[src/tsi_pkg.sv]
// constants, register map and state types for the teleprinter serial interface
// assumes a 10 MHz system clock and a 16-bit byte-addressed register port
package tsi_pkg;
	localparam int CLK_HZ = 10_000_000;
	localparam int CHAR_PER_S = 10;
	localparam int UNITS_PER_CHAR = 11;
	// unit time rounded down to whole cycles
	localparam int BIT_CYCLES = CLK_HZ / (CHAR_PER_S * UNITS_PER_CHAR);
	localparam int CNT_W = 17;
	localparam int DATA_BITS = 8;
	localparam int FRAME_UNITS = 11;
	localparam logic [15:0] SERIAL_SPACE_BASE = 16'hff00;
	localparam logic [15:0] ADDR_RX_STAT = 16'hfff0;
	localparam logic [15:0] ADDR_RX_BUF = 16'hfff2;
	localparam logic [15:0] ADDR_TX_STAT = 16'hfff4;
	localparam logic [15:0] ADDR_TX_BUF = 16'hfff6;
	localparam int STAT_DONE_BIT = 7;
	localparam int STAT_IE_BIT = 6;
	localparam int STAT_ERR_BIT = 4;
	localparam logic RX_DONE_RST = 1'b0;
	localparam logic TX_DONE_RST = 1'b1;
	localparam logic IE_RST = 1'b0;
	localparam logic LINE_MARK = 1'b1;
	localparam logic LINE_SPACE = 1'b0;
	localparam logic [15:0] VEC_KBD_OFS = 16'h0004;
	localparam logic [15:0] VEC_PRN_OFS = 16'h0000;
	typedef enum {RX_IDLE, RX_START, RX_DATA, RX_STOP} tsi_rx_state_t;
	typedef enum {TX_IDLE, TX_BUSY} tsi_tx_state_t;
endpackage : tsi_pkg

[src/tsi_rx.sv]
// serial receiver for one 11-unit character
// assumes line_in already synchronised to clk_in
`timescale 1ns/1ps
module tsi_rx #(
	parameter int BIT_CYCLES_P = tsi_pkg::BIT_CYCLES
) (
	input wire logic clk_in,
	input wire logic rst_in,
	input wire logic line_in,
	output logic valid_out,
	output logic [7:0] data_out
);
	localparam logic [tsi_pkg::CNT_W-1:0] FULL = tsi_pkg::CNT_W'(BIT_CYCLES_P - 1);
	localparam logic [tsi_pkg::CNT_W-1:0] HALF = tsi_pkg::CNT_W'(BIT_CYCLES_P / 2 - 1);
	tsi_pkg::tsi_rx_state_t state_reg;
	logic [tsi_pkg::CNT_W-1:0] cnt_reg;
	logic [2:0] bit_reg;
	logic [7:0] shift_reg;

	always_ff @(posedge clk_in) begin
		valid_out <= 1'b0;
		if (rst_in) begin
			state_reg <= tsi_pkg::RX_IDLE;
			cnt_reg <= '0;
			bit_reg <= '0;
			shift_reg <= '0;
			data_out <= '0;
		end else if (state_reg == tsi_pkg::RX_IDLE) begin
			if (line_in == tsi_pkg::LINE_SPACE) begin
				state_reg <= tsi_pkg::RX_START;
				cnt_reg <= HALF;
			end
		end else if (cnt_reg != '0) begin
			cnt_reg <= cnt_reg - 1'b1;
		end else begin
			cnt_reg <= FULL;
			case (state_reg)
				tsi_pkg::RX_START: begin
					bit_reg <= '0;
					state_reg <= (line_in == tsi_pkg::LINE_SPACE) ? tsi_pkg::RX_DATA
						: tsi_pkg::RX_IDLE;
				end
				tsi_pkg::RX_DATA: begin
					shift_reg <= {line_in, shift_reg[7:1]};
					bit_reg <= bit_reg + 1'b1;
					if (bit_reg == 3'h7) begin
						state_reg <= tsi_pkg::RX_STOP;
					end
				end
				default: begin
					state_reg <= tsi_pkg::RX_IDLE;
					if (line_in == tsi_pkg::LINE_MARK) begin
						valid_out <= 1'b1;
						data_out <= shift_reg;
					end
				end
			endcase
		end
	end
endmodule : tsi_rx

[src/tsi_tx.sv]
// serial transmitter: start unit, eight data units lsb first, two stop units
// assumes start_in is a one-cycle pulse given only while busy_out is low
`timescale 1ns/1ps
module tsi_tx #(
	parameter int BIT_CYCLES_P = tsi_pkg::BIT_CYCLES
) (
	input wire logic clk_in,
	input wire logic rst_in,
	input wire logic start_in,
	input wire logic [7:0] data_in,
	output logic busy_out,
	output logic done_out,
	output logic line_out
);
	localparam logic [tsi_pkg::CNT_W-1:0] FULL = tsi_pkg::CNT_W'(BIT_CYCLES_P - 1);
	tsi_pkg::tsi_tx_state_t state_reg;
	logic [tsi_pkg::CNT_W-1:0] cnt_reg;
	logic [3:0] unit_reg;
	logic [10:0] shift_reg;

	assign busy_out = (state_reg == tsi_pkg::TX_BUSY);

	always_ff @(posedge clk_in) begin
		done_out <= 1'b0;
		if (rst_in) begin
			state_reg <= tsi_pkg::TX_IDLE;
			cnt_reg <= '0;
			unit_reg <= '0;
			shift_reg <= '1;
			line_out <= tsi_pkg::LINE_MARK;
		end else if (state_reg == tsi_pkg::TX_IDLE) begin
			if (start_in) begin
				state_reg <= tsi_pkg::TX_BUSY;
				shift_reg <= {2'b11, data_in, tsi_pkg::LINE_SPACE};
				line_out <= tsi_pkg::LINE_SPACE;
				cnt_reg <= FULL;
				unit_reg <= '0;
			end
		end else if (cnt_reg != '0) begin
			cnt_reg <= cnt_reg - 1'b1;
		end else if (unit_reg == 4'(tsi_pkg::FRAME_UNITS - 1)) begin
			state_reg <= tsi_pkg::TX_IDLE;
			done_out <= 1'b1;
			line_out <= tsi_pkg::LINE_MARK;
		end else begin
			cnt_reg <= FULL;
			unit_reg <= unit_reg + 1'b1;
			line_out <= shift_reg[1];
			shift_reg <= {1'b1, shift_reg[10:1]};
		end
	end
endmodule : tsi_tx

[src/tsi_top.sv]
// teleprinter serial interface: registers, request bit, poll answer, serial link
// assumes bus strobes and poll come from logic on SYS_CLK_IN, the line from a pin
`timescale 1ns/1ps
// Contract
// - decode only within top serial address page
// - accept one access per clock, never stall
// - raise request on the single serial level
// - status and buffers readable, byte or word
// - done flag marks finished peripheral operation
// - enable bit gates rising status requests
// - error flag reports receive fault
// - request bit set by rising status, answers poll
// - status read clears request bit
// - vector base taken from static strap
// - eight-bit characters, eighth bit kept
// - eleven units, ten chars per second, duplex
// - received char loads buffer, sets done
// - buffer read clears done and error
// - char over unread done sets error
// - buffer write clears done, sent sets it
module tsi_top #(
	parameter int BIT_CYCLES_P = tsi_pkg::BIT_CYCLES
) (
	input wire logic SYS_CLK_IN,
	input wire logic SYS_RST_IN,
	input wire logic [15:0] ADDR_IN,
	input wire logic [15:0] WDATA_IN,
	input wire logic WR_IN,
	input wire logic RD_IN,
	output logic [15:0] RDATA_OUT,
	input wire logic RXD_IN,
	output logic TXD_OUT,
	output logic IRQ_SERIAL_OUT,
	input wire logic POLL_IN,
	output logic POLL_ACK_OUT,
	input wire logic [15:0] VECTOR_BASE_IN,
	output logic [15:0] VECTOR_OUT
);
	logic rxd_meta_reg;
	logic rxd_sync_reg;
	logic in_space;
	logic hit_rx_stat;
	logic hit_rx_buf;
	logic hit_tx_stat;
	logic hit_tx_buf;
	logic rd_rx_stat;
	logic rd_rx_buf;
	logic rd_tx_stat;
	logic wr_rx_stat;
	logic wr_tx_stat;
	logic wr_tx_buf;
	logic rx_valid;
	logic [7:0] rx_data;
	logic rx_done_reg;
	logic rx_err_reg;
	logic rx_ie_reg;
	logic [7:0] rx_buf_reg;
	logic rx_done_d_reg;
	logic rx_err_d_reg;
	logic rx_set;
	logic rx_req_reg;
	logic tx_done_reg;
	logic tx_ie_reg;
	logic [7:0] tx_buf_reg;
	logic tx_pend_reg;
	logic tx_done_d_reg;
	logic tx_set;
	logic tx_req_reg;
	logic tx_start;
	logic tx_busy;
	logic tx_done_ev;
	logic [15:0] vec_base_reg;
	logic [7:0] rx_stat_byte;
	logic [7:0] tx_stat_byte;

	// line synchroniser
	always_ff @(posedge SYS_CLK_IN) begin
		if (SYS_RST_IN) begin
			rxd_meta_reg <= tsi_pkg::LINE_MARK;
			rxd_sync_reg <= tsi_pkg::LINE_MARK;
		end else begin
			rxd_meta_reg <= RXD_IN;
			rxd_sync_reg <= rxd_meta_reg;
		end
	end

	// address decode
	always_comb begin
		in_space = (ADDR_IN >= tsi_pkg::SERIAL_SPACE_BASE);
		hit_rx_stat = 1'b0;
		hit_rx_buf = 1'b0;
		hit_tx_stat = 1'b0;
		hit_tx_buf = 1'b0;
		if (!in_space) begin
			hit_rx_stat = 1'b0;
		end else if (ADDR_IN == tsi_pkg::ADDR_RX_STAT) begin
			hit_rx_stat = 1'b1;
		end else if (ADDR_IN == tsi_pkg::ADDR_RX_BUF) begin
			hit_rx_buf = 1'b1;
		end else if (ADDR_IN == tsi_pkg::ADDR_TX_STAT) begin
			hit_tx_stat = 1'b1;
		end else if (ADDR_IN == tsi_pkg::ADDR_TX_BUF) begin
			hit_tx_buf = 1'b1;
		end
	end

	// single-cycle strobes, no wait states
	assign rd_rx_stat = RD_IN && hit_rx_stat;
	assign rd_rx_buf = RD_IN && hit_rx_buf;
	assign rd_tx_stat = RD_IN && hit_tx_stat;
	assign wr_rx_stat = WR_IN && hit_rx_stat;
	assign wr_tx_stat = WR_IN && hit_tx_stat;
	assign wr_tx_buf = WR_IN && hit_tx_buf;

	// status bytes
	always_comb begin
		rx_stat_byte = 8'h00;
		rx_stat_byte[tsi_pkg::STAT_DONE_BIT] = rx_done_reg;
		rx_stat_byte[tsi_pkg::STAT_IE_BIT] = rx_ie_reg;
		rx_stat_byte[tsi_pkg::STAT_ERR_BIT] = rx_err_reg;
		tx_stat_byte = 8'h00;
		tx_stat_byte[tsi_pkg::STAT_DONE_BIT] = tx_done_reg;
		tx_stat_byte[tsi_pkg::STAT_IE_BIT] = tx_ie_reg;
	end

	// read data, valid only in the cycle after the read
	always_ff @(posedge SYS_CLK_IN) begin
		if (SYS_RST_IN) begin
			RDATA_OUT <= 16'h0000;
		end else if (!RD_IN) begin
			RDATA_OUT <= 16'h0000;
		end else if (hit_rx_stat) begin
			RDATA_OUT <= {8'h00, rx_stat_byte};
		end else if (hit_rx_buf) begin
			RDATA_OUT <= {8'h00, rx_buf_reg};
		end else if (hit_tx_stat) begin
			RDATA_OUT <= {8'h00, tx_stat_byte};
		end else if (hit_tx_buf) begin
			RDATA_OUT <= {8'h00, tx_buf_reg};
		end else begin
			RDATA_OUT <= 16'h0000;
		end
	end

	// interrupt enables
	always_ff @(posedge SYS_CLK_IN) begin
		if (SYS_RST_IN) begin
			rx_ie_reg <= tsi_pkg::IE_RST;
			tx_ie_reg <= tsi_pkg::IE_RST;
		end else begin
			if (wr_rx_stat) begin
				rx_ie_reg <= WDATA_IN[tsi_pkg::STAT_IE_BIT];
			end
			if (wr_tx_stat) begin
				tx_ie_reg <= WDATA_IN[tsi_pkg::STAT_IE_BIT];
			end
		end
	end

	// receiver
	tsi_rx #(
		.BIT_CYCLES_P(BIT_CYCLES_P)
	) u_rx (
		.clk_in(SYS_CLK_IN),
		.rst_in(SYS_RST_IN),
		.line_in(rxd_sync_reg),
		.valid_out(rx_valid),
		.data_out(rx_data)
	);

	// receive buffer and flags
	always_ff @(posedge SYS_CLK_IN) begin
		if (SYS_RST_IN) begin
			rx_buf_reg <= 8'h00;
			rx_done_reg <= tsi_pkg::RX_DONE_RST;
			rx_err_reg <= 1'b0;
		end else begin
			if (rx_valid) begin
				rx_buf_reg <= rx_data;
				rx_done_reg <= 1'b1;
			end else if (rd_rx_buf) begin
				rx_done_reg <= 1'b0;
			end
			if (rx_valid && rx_done_reg && !rd_rx_buf) begin
				rx_err_reg <= 1'b1;
			end else if (rd_rx_buf) begin
				rx_err_reg <= 1'b0;
			end
		end
	end

	// transmit buffer, pending and done
	assign tx_start = tx_pend_reg && !tx_busy;

	always_ff @(posedge SYS_CLK_IN) begin
		if (SYS_RST_IN) begin
			tx_buf_reg <= 8'h00;
			tx_pend_reg <= 1'b0;
			tx_done_reg <= tsi_pkg::TX_DONE_RST;
		end else begin
			if (wr_tx_buf) begin
				tx_buf_reg <= WDATA_IN[7:0];
				tx_pend_reg <= 1'b1;
				tx_done_reg <= 1'b0;
			end else begin
				if (tx_start) begin
					tx_pend_reg <= 1'b0;
				end
				if (tx_done_ev && !tx_pend_reg) begin
					tx_done_reg <= 1'b1;
				end
			end
		end
	end

	// transmitter
	tsi_tx #(
		.BIT_CYCLES_P(BIT_CYCLES_P)
	) u_tx (
		.clk_in(SYS_CLK_IN),
		.rst_in(SYS_RST_IN),
		.start_in(tx_start),
		.data_in(tx_buf_reg),
		.busy_out(tx_busy),
		.done_out(tx_done_ev),
		.line_out(TXD_OUT)
	);

	// edge detect of status flags
	always_ff @(posedge SYS_CLK_IN) begin
		if (SYS_RST_IN) begin
			rx_done_d_reg <= tsi_pkg::RX_DONE_RST;
			rx_err_d_reg <= 1'b0;
			tx_done_d_reg <= tsi_pkg::TX_DONE_RST;
		end else begin
			rx_done_d_reg <= rx_done_reg;
			rx_err_d_reg <= rx_err_reg;
			tx_done_d_reg <= tx_done_reg;
		end
	end

	assign rx_set = rx_ie_reg && ((rx_done_reg && !rx_done_d_reg)
		|| (rx_err_reg && !rx_err_d_reg));
	assign tx_set = tx_ie_reg && tx_done_reg && !tx_done_d_reg;

	// request bits, set wins over status-read clear
	always_ff @(posedge SYS_CLK_IN) begin
		if (SYS_RST_IN) begin
			rx_req_reg <= 1'b0;
			tx_req_reg <= 1'b0;
		end else begin
			if (rx_set) begin
				rx_req_reg <= 1'b1;
			end else if (rd_rx_stat) begin
				rx_req_reg <= 1'b0;
			end
			if (tx_set) begin
				tx_req_reg <= 1'b1;
			end else if (rd_tx_stat) begin
				tx_req_reg <= 1'b0;
			end
		end
	end

	// strap capture, request line and poll answer
	always_ff @(posedge SYS_CLK_IN) begin
		if (SYS_RST_IN) begin
			vec_base_reg <= VECTOR_BASE_IN;
			IRQ_SERIAL_OUT <= 1'b0;
			POLL_ACK_OUT <= 1'b0;
			VECTOR_OUT <= 16'h0000;
		end else begin
			IRQ_SERIAL_OUT <= rx_req_reg || tx_req_reg;
			POLL_ACK_OUT <= POLL_IN && (rx_req_reg || tx_req_reg);
			if (!POLL_IN) begin
				VECTOR_OUT <= 16'h0000;
			end else if (rx_req_reg) begin
				VECTOR_OUT <= vec_base_reg + tsi_pkg::VEC_KBD_OFS;
			end else if (tx_req_reg) begin
				VECTOR_OUT <= vec_base_reg + tsi_pkg::VEC_PRN_OFS;
			end else begin
				VECTOR_OUT <= 16'h0000;
			end
		end
	end
endmodule : tsi_top

[config.mk]
export PLATFORM = sky130hd
export DESIGN_NAME = tsi_top
export DESIGN_NICKNAME = d
export VERILOG_FILES = /design/src/tsi_pkg.sv /design/src/tsi_rx.sv /design/src/tsi_tx.sv /design/src/tsi_top.sv
export SDC_FILE = /design/constraint.sdc
export NUM_CORES = 1
export LEC_CHECK = 0
export ABC_AREA = 1
export BUFFER_PORTS_ARGS = -buffer_cell sky130_fd_sc_hd__buf_2
export CAP_MARGIN = 20
export CORE_MARGIN = 4
export CORE_UTILIZATION = 40
export DETAILED_ROUTE_END_ITERATION = 16
export RECOVER_POWER = 25
export SLEW_MARGIN = 20
export SYNTH_ARGS = -nofsm -noshare
export SYNTH_HDL_FRONTEND = slang
export SYNTH_SLANG_ARGS = --single-unit
[constraint.sdc]
create_clock -name SYS_CLK_IN -period 1.7 [get_ports SYS_CLK_IN]
set_input_delay 0.34 -clock SYS_CLK_IN [delete_from_list [all_inputs] [get_ports SYS_CLK_IN]]
set_output_delay 0.34 -clock SYS_CLK_IN [all_outputs]
set_load 0.1 [all_outputs]
==> results.tsv, run 1 <==
metric	value	unit
viasPerCell	4.81	
r2r_slack	130	ps
multi_input_area	0.00310	mm^2
io_buffers	72	
power_frac_comb	27.9	%
arrival	1930	ps
n_fill_cell	1577	
vias	5839	
synth_top_area_share	38.7	%
crit_chain	inv_1 > ha_1 > nand2_1 > nor2_2 > nand3_2 > nand2_4 > buf_4 > or2_2 > a21oi_2	
place.gp.congestion	0.835	
grt_max_degree	41	
finalPower	10.5	mW
drt_iter0_drc	295	
final_antenna_net_count	0	
antenna_found_initial	0	
die_y	136	um
pwr-share-seq	37.1	%
path_clk_slew	60	ps
cp_slowest_cell	dfxtp_1	
critPathKind	flop to flop	
rows	46	
cts.hold.buffers_added	0	
clkPwrFrac	35.1	%
fin_tns_setup	0	ps
area_growth	22.2	%
swShare	33.6	%
drive_gt1_share	18.8	%
dpl.hpwl	10900	um
cap_violations	0	
cellLeakagePower	3.62	nW
drc_errors	0	
finalMaxSlewViolations	0	
pin_count	89	
worst_setup_path_end_kind	flop	
start_util	40.9	%
whs	95.4	ps
regArea	0.00300	mm^2
run_status	finished, final reports clean	
insertion_delay	420	ps
fin_skew	12.8	ps
yosysSeqAreaShare	46.0	%
syn_inst	880	
grt_pass1_wl	25200	um
cts_buffers	17	
yosys.area.top_type	dfxtp_1	
fin_cells	1213	
core	0.0159	mm^2
start_kind	flop	
fin_crit_sh	92.1	%
cts.sinks	142	
cts_htree_levels	4	
diodes	0	
syn-mean-instance-area	7.42	um^2
min_from	VECTOR_BASE_IN[10]	
grt_use_total	17.0	%
overflow	0	
ys.warnings.count	0	
grt_pass1_vias	5405	
ctsLongestPathBuffers	2	
finalSetupViolations	0	
die_w	136	um
hold_class	input pin to flop	
ys_async_sr_fraction	0	%
netlist_top_cells_area	dfxtp_1, nand2_1, edfxtp_1, nor2_1, inv_1	
syn-cell-area	0.00653	mm^2
path_buf_inv	2	
synth-edff-count	16	
postRouteWirelength	15500	um
finalHoldViolations	0	
fp.dieArea	0.0184	mm^2
cts_root_buffer	clkbuf_16	
synthFlopType	dfxtp_1	
path_delay_family	simple AND/OR/NAND/NOR gates	
period_needed	1570	ps
postLayoutCoreUtil	50.0	%
required	2060	ps
wl_per_cell	12.8	um
rsz0062_at_grt	yes	
vdd_drop_max	0.701	mV
path_max_fanout	5	
p_per_area	1320	mW/mm^2
cpPeakStageDelay	320	ps
cts_tree	done	
intPower	6.98	mW
finish.net_count	1050	
worstMarginPinSlew	856	ps
drt_first_pass_iters	5	
post-place-cells	1177	
fmax	639	MHz
ys_ff_latch	142	
cp-startpoint	u_tx.cnt_reg[0]	
synthDistinctLibCells	44	
p_sw	3.53	mW
maxSlewHeadroom	42.9	%
rr_startpoint	u_tx.cnt_reg[0]	
per-layer routing:
layer | up-vias | wire length (um) | part of all wire [%] | track usage (%)
li1 | 3072 | - | - | -
met1 | 2651 | 7180 | 46 | 22.2
met2 | 101 | 7570 | 49 | 27.9
met3 | 15 | 588 | 3.8 | 3.19
met4 | 0 | 186 | 1.2 | 6.66
met5 | - | 0 | 0 | 0
power by group through the flow:
| stage | Sequential [mW] | Combinational, mW | Clock (mW) |
|---|---|---|---|
| floorplan | 3.91 | 2.07 | 0 |
| global placement | 3.95 | 2.74 | 0 |
| detailed placement | 3.96 | 2.78 | 0 |
| CTS | 3.89 | 2.79 | 3.74 |
| global route | 3.94 | 3.38 | 3.89 |
| finish | 3.89 | 2.92 | 3.68 |
cell type report:
class	count	share of cell area, %
multi-input combinational	621	38.9
sequential	142	37.7
timing repair buffer	110	8.42
clock buffer	17	5.33
inverter	92	4.39
tap	216	3.39
clock inverter	15	1.91
placed cells by master (no fill, tap or decap), drive strengths merged, types with 26 or more instances in the layout:
cell type / synthesis / final
nand2: 211 / 212
nor2: 133 / 133
dfxtp: 126 / 126
buf: 23 / 104
inv: 91 / 91
a21oi: 60 / 60
nand3: 58 / 58
o21ai: 44 / 44
nand4: 25 / 26
timing repair:
| item | 4_1_cts | 5_1_grt |
|---|---|---|
| buffers inserted | 0 | 1 |
| resized for setup | 0 | 27 |
| setup endpoints to repair | 0 | 38 |
worst reg2reg max path, delay by kind of cell, from the launching register on:
family                   cells  cell delay (ps)
adder cells (fa/ha/maj)      1              220
AO/OA/AOI/OAI                1              110
buffers and inverters        2              260
AND/OR/NAND/NOR              5              600
flip-flops                   1              320
final timing paths:
| path | to | cells after the start |
|---|---|---|
| worst max-delay path | u_tx.cnt_reg[1] | 9 |
| worst min-delay path | vec_base_reg[10] | 1 |
| worst max register to register | u_tx.cnt_reg[1] | 9 |
| worst min register to register | rxd_sync_reg | 1 |
cells in the mapped netlist, types with 2 or more instances:
cell type  instances
nand2_1          203
dfxtp_1          126
nor2_1           124
inv_1             88
a21oi_1           59
nand3_1           56
o21ai_0           42
nand4_1           23
nor3_1            19
edfxtp_1          16
a31oi_1           12
ha_1              12
clkbuf_1          11
buf_4             10
nor2_2             7
buf_2              6
nand2_2            6
a211oi_1           5
or2_2              5
xor2_1             5
buf_6              4
a21o_1             3
buf_1              3
inv_2              3
nor3_2             3
o22ai_1            3
nand2_4            2
nand3_2            2
nand3b_1           2
nor2_4             2
nor3b_1            2
o21a_1             2
o21ai_1            2
xnor2_1            2
logic make-up (layout without fill, tap and decap cells):
logic type                 after synthesis  in the layout  share of synthesized area [%]
other                                    1              8                         0.0575
xor gates and xnor gates                 7              7                          0.939
adders and majority gates               12             12                           2.30
and+or+nand+nor                        459            461                           31.2
DFF                                    142            142                           46.0
AOI/OAI and AO/OA                      133            133                           11.1
buffers and inverters                  126            234                           8.40
per-stage QoR:
stage          area, um^2  setup slack [ps]
2_1_floorplan        6550               199
3_3_place_gp         7260              30.6
3_5_place_dp         7260             -14.3
4_1_cts              7840              57.7
5_1_grt              7980             -39.7
6_report             7980               135
No activity file was read; power rests on OpenSTA's default activity.
==> inputs of run 2 (changes only) <==
- PLACE_DENSITY: unset -> 0.69
- RECOVER_POWER: 25 -> 50
==> results.tsv, run 2 (synthesized netlist as in run 1, its figures left out) <==
metric	value	unit
grt_use_total	16.1	%
worst_setup_path_end_kind	flop	
overflow	0	
die_y	136	um
start_util	40.9	%
viasPerCell	4.89	
rsz0062_at_grt	yes	
finalSetupViolations	0	
drc_errors	0	
start_kind	flop	
finalPower	10.5	mW
finalMaxSlewViolations	0	
cts_htree_levels	4	
cts_buffers	17	
final_antenna_net_count	0	
fin_skew	13.0	ps
fin_crit_sh	94.8	%
die_w	136	um
drt_first_pass_iters	5	
finish.net_count	1045	
finalHoldViolations	0	
dpl.hpwl	10400	um
worstMarginPinSlew	673	ps
vdd_drop_max	0.971	mV
cts_tree	done	
required	1980	ps
placed_area	0.00721	mm^2
path_clk_slew	60	ps
fp.dieArea	0.0184	mm^2
final_area	0.00786	mm^2
run_status	finished, final reports clean	
grt_pass1_wl	23900	um
wl_per_cell	12.5	um
io_buffers	72	
rows	46	
grt_max_degree	38	
maxSlewHeadroom	55.1	%
layout_commonest_cell	nand2_1	
diodes	0	
drive_gt1_share	17.4	%
postRouteWirelength	15200	um
area_growth	20.5	%
critPathKind	flop to flop	
arrival	1890	ps
antenna_found_initial	0	
cap_violations	0	
path_max_fanout	9	
pin_count	89	
insertion_delay	420	ps
cts.sinks	142	
vias	5913	
fmax	620	MHz
hold_class	input pin to flop	
postLayoutCoreUtil	49.3	%
mostFrequentLayoutCells	nand2_1, dfxtp_1, nor2_1, inv_1, buf_2	
place.gp.congestion	0.835	
period_needed	1610	ps
core	0.0159	mm^2
ctsLongestPathBuffers	2	
drt_iter0_drc	352	
cts_root_buffer	clkbuf_16	
grt_pass1_vias	5208	
cellLeakagePower	3.56	nW
p_per_area	1340	mW/mm^2
run 2: per-layer routing:
layer  part of all wire [%]  global-route usage, %
met5                      0                      0
met2                     48                   25.9
met1                     46                   21.0
met3                    4.6                   4.35
met4                   0.99                   5.10
run 2: per-stage QoR:
stage	hold slack [ps]	worst slack (ps)	setup TNS (ps)	std cells
final	88.1	88.2	0	1208
after global routing	68.3	-20.3	-71.2	1208
after CTS	76.1	19.3	0	1202
after detailed placement	394	9.09	0	1170
after global placement	394	25.1	0	1170
after floorplan	389	199	0	887
run 2: worst paths after layout:
check	depth (start not counted)	from	to	slack (ps)
hold reg to reg	1	rxd_meta_reg	rxd_sync_reg	400
setup reg to reg	10	u_tx.cnt_reg[1]	u_tx.unit_reg[3]	90
hold / removal	1	VECTOR_BASE_IN[7]	vec_base_reg[7]	90
setup / recovery	10	u_tx.cnt_reg[1]	u_tx.unit_reg[3]	90
run 2: cell type report:
type | instances | area [um^2]
multi-input combinational | 621 | 3080
timing repair buffer | 105 | 582
inverter | 92 | 350
tap | 216 | 270
clock inverter | 7 | 113
fill | 1563 | 8080
sequential | 142 | 3000
clock buffer | 25 | 465
run 2: what timing repair did:
action,4_1_cts,5_1_grt
resized for setup,0,21
setup buffers,0,4
setup endpoints to repair,0,51
hold buffers,0,0
run 2: where the power goes:
group          switching, mW  leakage [nW]  total, mW  internal, mW
Clock                   1.34         0.279       3.67          2.34
Combinational           1.92          2.10       2.93          1.01
Sequential             0.207          1.18       3.90          3.69
run 2: critical path: stages (launching register included):
cell     delay, ps
dfxtp_1        310
inv_1           90
ha_1           200
nand2_1         80
nor2_2         120
nand3_2        110
nand2_4        140
nand2_4        110
buf_4          190
nand2_1         80
a21oi_2         50
==> inputs of run 3 (changes only) <==
- CORE_UTILIZATION: 40 -> 57
- PLACE_DENSITY: 0.69 -> 0.89
==> results.tsv, run 3 (synthesized netlist as in run 1, its figures left out) <==
metric	value	unit
required	1990	ps
rsz0062_at_grt	yes	
fp.dieArea	0.0132	mm^2
fin_cells	1124	
crit_chain	nor2_2 > nand2_1 > nor2_2 > nand3_2 > nand2_4 > nand2_8 > buf_4 > nand2_1 > nand3_1	
drc_errors	0	
p_sw	3.58	mW
grt_pass1_wl	25700	um
drive_gt1_share	18.4	%
core	0.0110	mm^2
fin_skew	8.63	ps
die_y	115	um
power_frac_comb	27.8	%
n_fill_cell	790	
wl_per_cell	14.4	um
final_antenna_net_count	0	
place.gp.congestion	0.920	
worstMarginPinSlew	677	ps
maxUsedRoutingLayer	met4	
wl_met1	6450	um
postLayoutCoreUtil	70.7	%
period_needed	1650	ps
grt_use_total	24.1	%
finalHoldViolations	0	
antenna_found_initial	0	
run_status	finished, final reports clean	
cts_root_buffer	clkbuf_16	
pin_count	89	
insertion_delay	420	ps
drt_first_pass_iters	5	
postRouteWirelength	16200	um
finish.net_count	1038	
intPower	7.08	mW
vias	6217	
drt_iter0_drc	673	
regArea	0.00300	mm^2
area_growth	19.6	%
path_max_fanout	9	
fin_crit_sh	96.8	%
wl_met2	8200	um
cts_buffers	17	
mostFrequentLayoutCells	nand2_1, dfxtp_1, nor2_1, inv_1, buf_2	
grt_pass1_vias	5851	
arrival	1940	ps
path_buf_inv	1	
cts_htree_levels	4	
critPathKind	flop to flop	
start_util	59.2	%
p_per_area	1370	mW/mm^2
cts_tree	done	
cellLeakagePower	3.57	nW
maxSlewHeadroom	54.8	%
cts.sinks	142	
dpl.hpwl	10300	um
swShare	33.6	%
post-place-cells	1088	
cap_violations	0	
io_buffers	72	
vdd_drop_max	1.03	mV
clkPwrFrac	35.5	%
viasPerCell	5.53	
hold_class	input pin to flop	
rows	38	
start_kind	flop	
fmax	608	MHz
cts.hold.buffers_added	0	
whs	93.3	ps
cpPeakStageDelay	370	ps
finalSetupViolations	0	
wl_met3	1040	um
grt_max_degree	48	
overflow	0	
die_w	115	um
ctsLongestPathBuffers	2	
finalPower	10.7	mW
layout_commonest_cell	nand2_1	
path_delay_family	simple AND/OR/NAND/NOR gates	
diodes	0	
pwr-share-seq	36.7	%
cp_slowest_cell	dfxtp_1	
path_clk_slew	60	ps
worst_setup_path_end_kind	flop	
multi_input_area	0.00309	mm^2
finalMaxSlewViolations	0	
run 3: cell types whose count changed in the layout (fill, tap and decap cells not counted), sizes merged:
cell / change
clkbuf: -12
buf: +2
clkinv: +2
inv: +1
nand4: -1
run 3: metal layers:
layer  global-route usage (%)  vias up
met5                        0        -
met4                     11.5        0
met3                     5.84       50
met2                     42.8      265
met1                     27.1     2862
li1                         -     3040
run 3: cell type report:
type | instances | share of cell area (%)
multi-input cells | 620 | 39.7
repair buffers | 99 | 7.44
clock inverters | 10 | 1.75
flip-flops and latches | 142 | 38.5
clock buffers | 21 | 5.92
well taps | 140 | 2.24
inverters | 92 | 4.52
run 3: stage by stage:
| stage | setup TNS, ps | worst slack, ps | area (um^2) |
|---|---|---|---|
| after global placement | 0 | 70.6 | 7080 |
| final | 0 | 54.2 | 7800 |
| after CTS | 0 | 26.0 | 7680 |
| after global routing | -87.0 | -29.9 | 7800 |
| after floorplan | 0 | 199 | 6550 |
| after detailed placement | -5.34 | -5.34 | 7080 |
run 3: power by group through the flow:
stage / Combinational (mW) / Clock [mW] / Sequential (mW)
2_1_floorplan: 2.07 / 0 / 3.91
3_3_place_gp: 2.65 / 0 / 3.96
3_5_place_dp: 2.73 / 0 / 3.97
4_1_cts: 2.80 / 3.80 / 3.90
5_1_grt: 3.32 / 3.97 / 3.95
6_report: 2.97 / 3.78 / 3.91
run 3: final timing paths:
kind	slack [ps]	depth (start not counted)	from	end
max reg2reg	50	9	u_tx.cnt_reg[8]	u_tx.shift_reg[7]
min reg2reg	420	1	rxd_meta_reg	rxd_sync_reg
min	90	1	VECTOR_BASE_IN[9]	vec_base_reg[9]
max	50	9	u_tx.cnt_reg[8]	u_tx.shift_reg[7]
run 3: timing repair:
item,CTS,global route
resized for setup,0,30
setup buffers,0,4
endpoints found under the setup margin,0,51
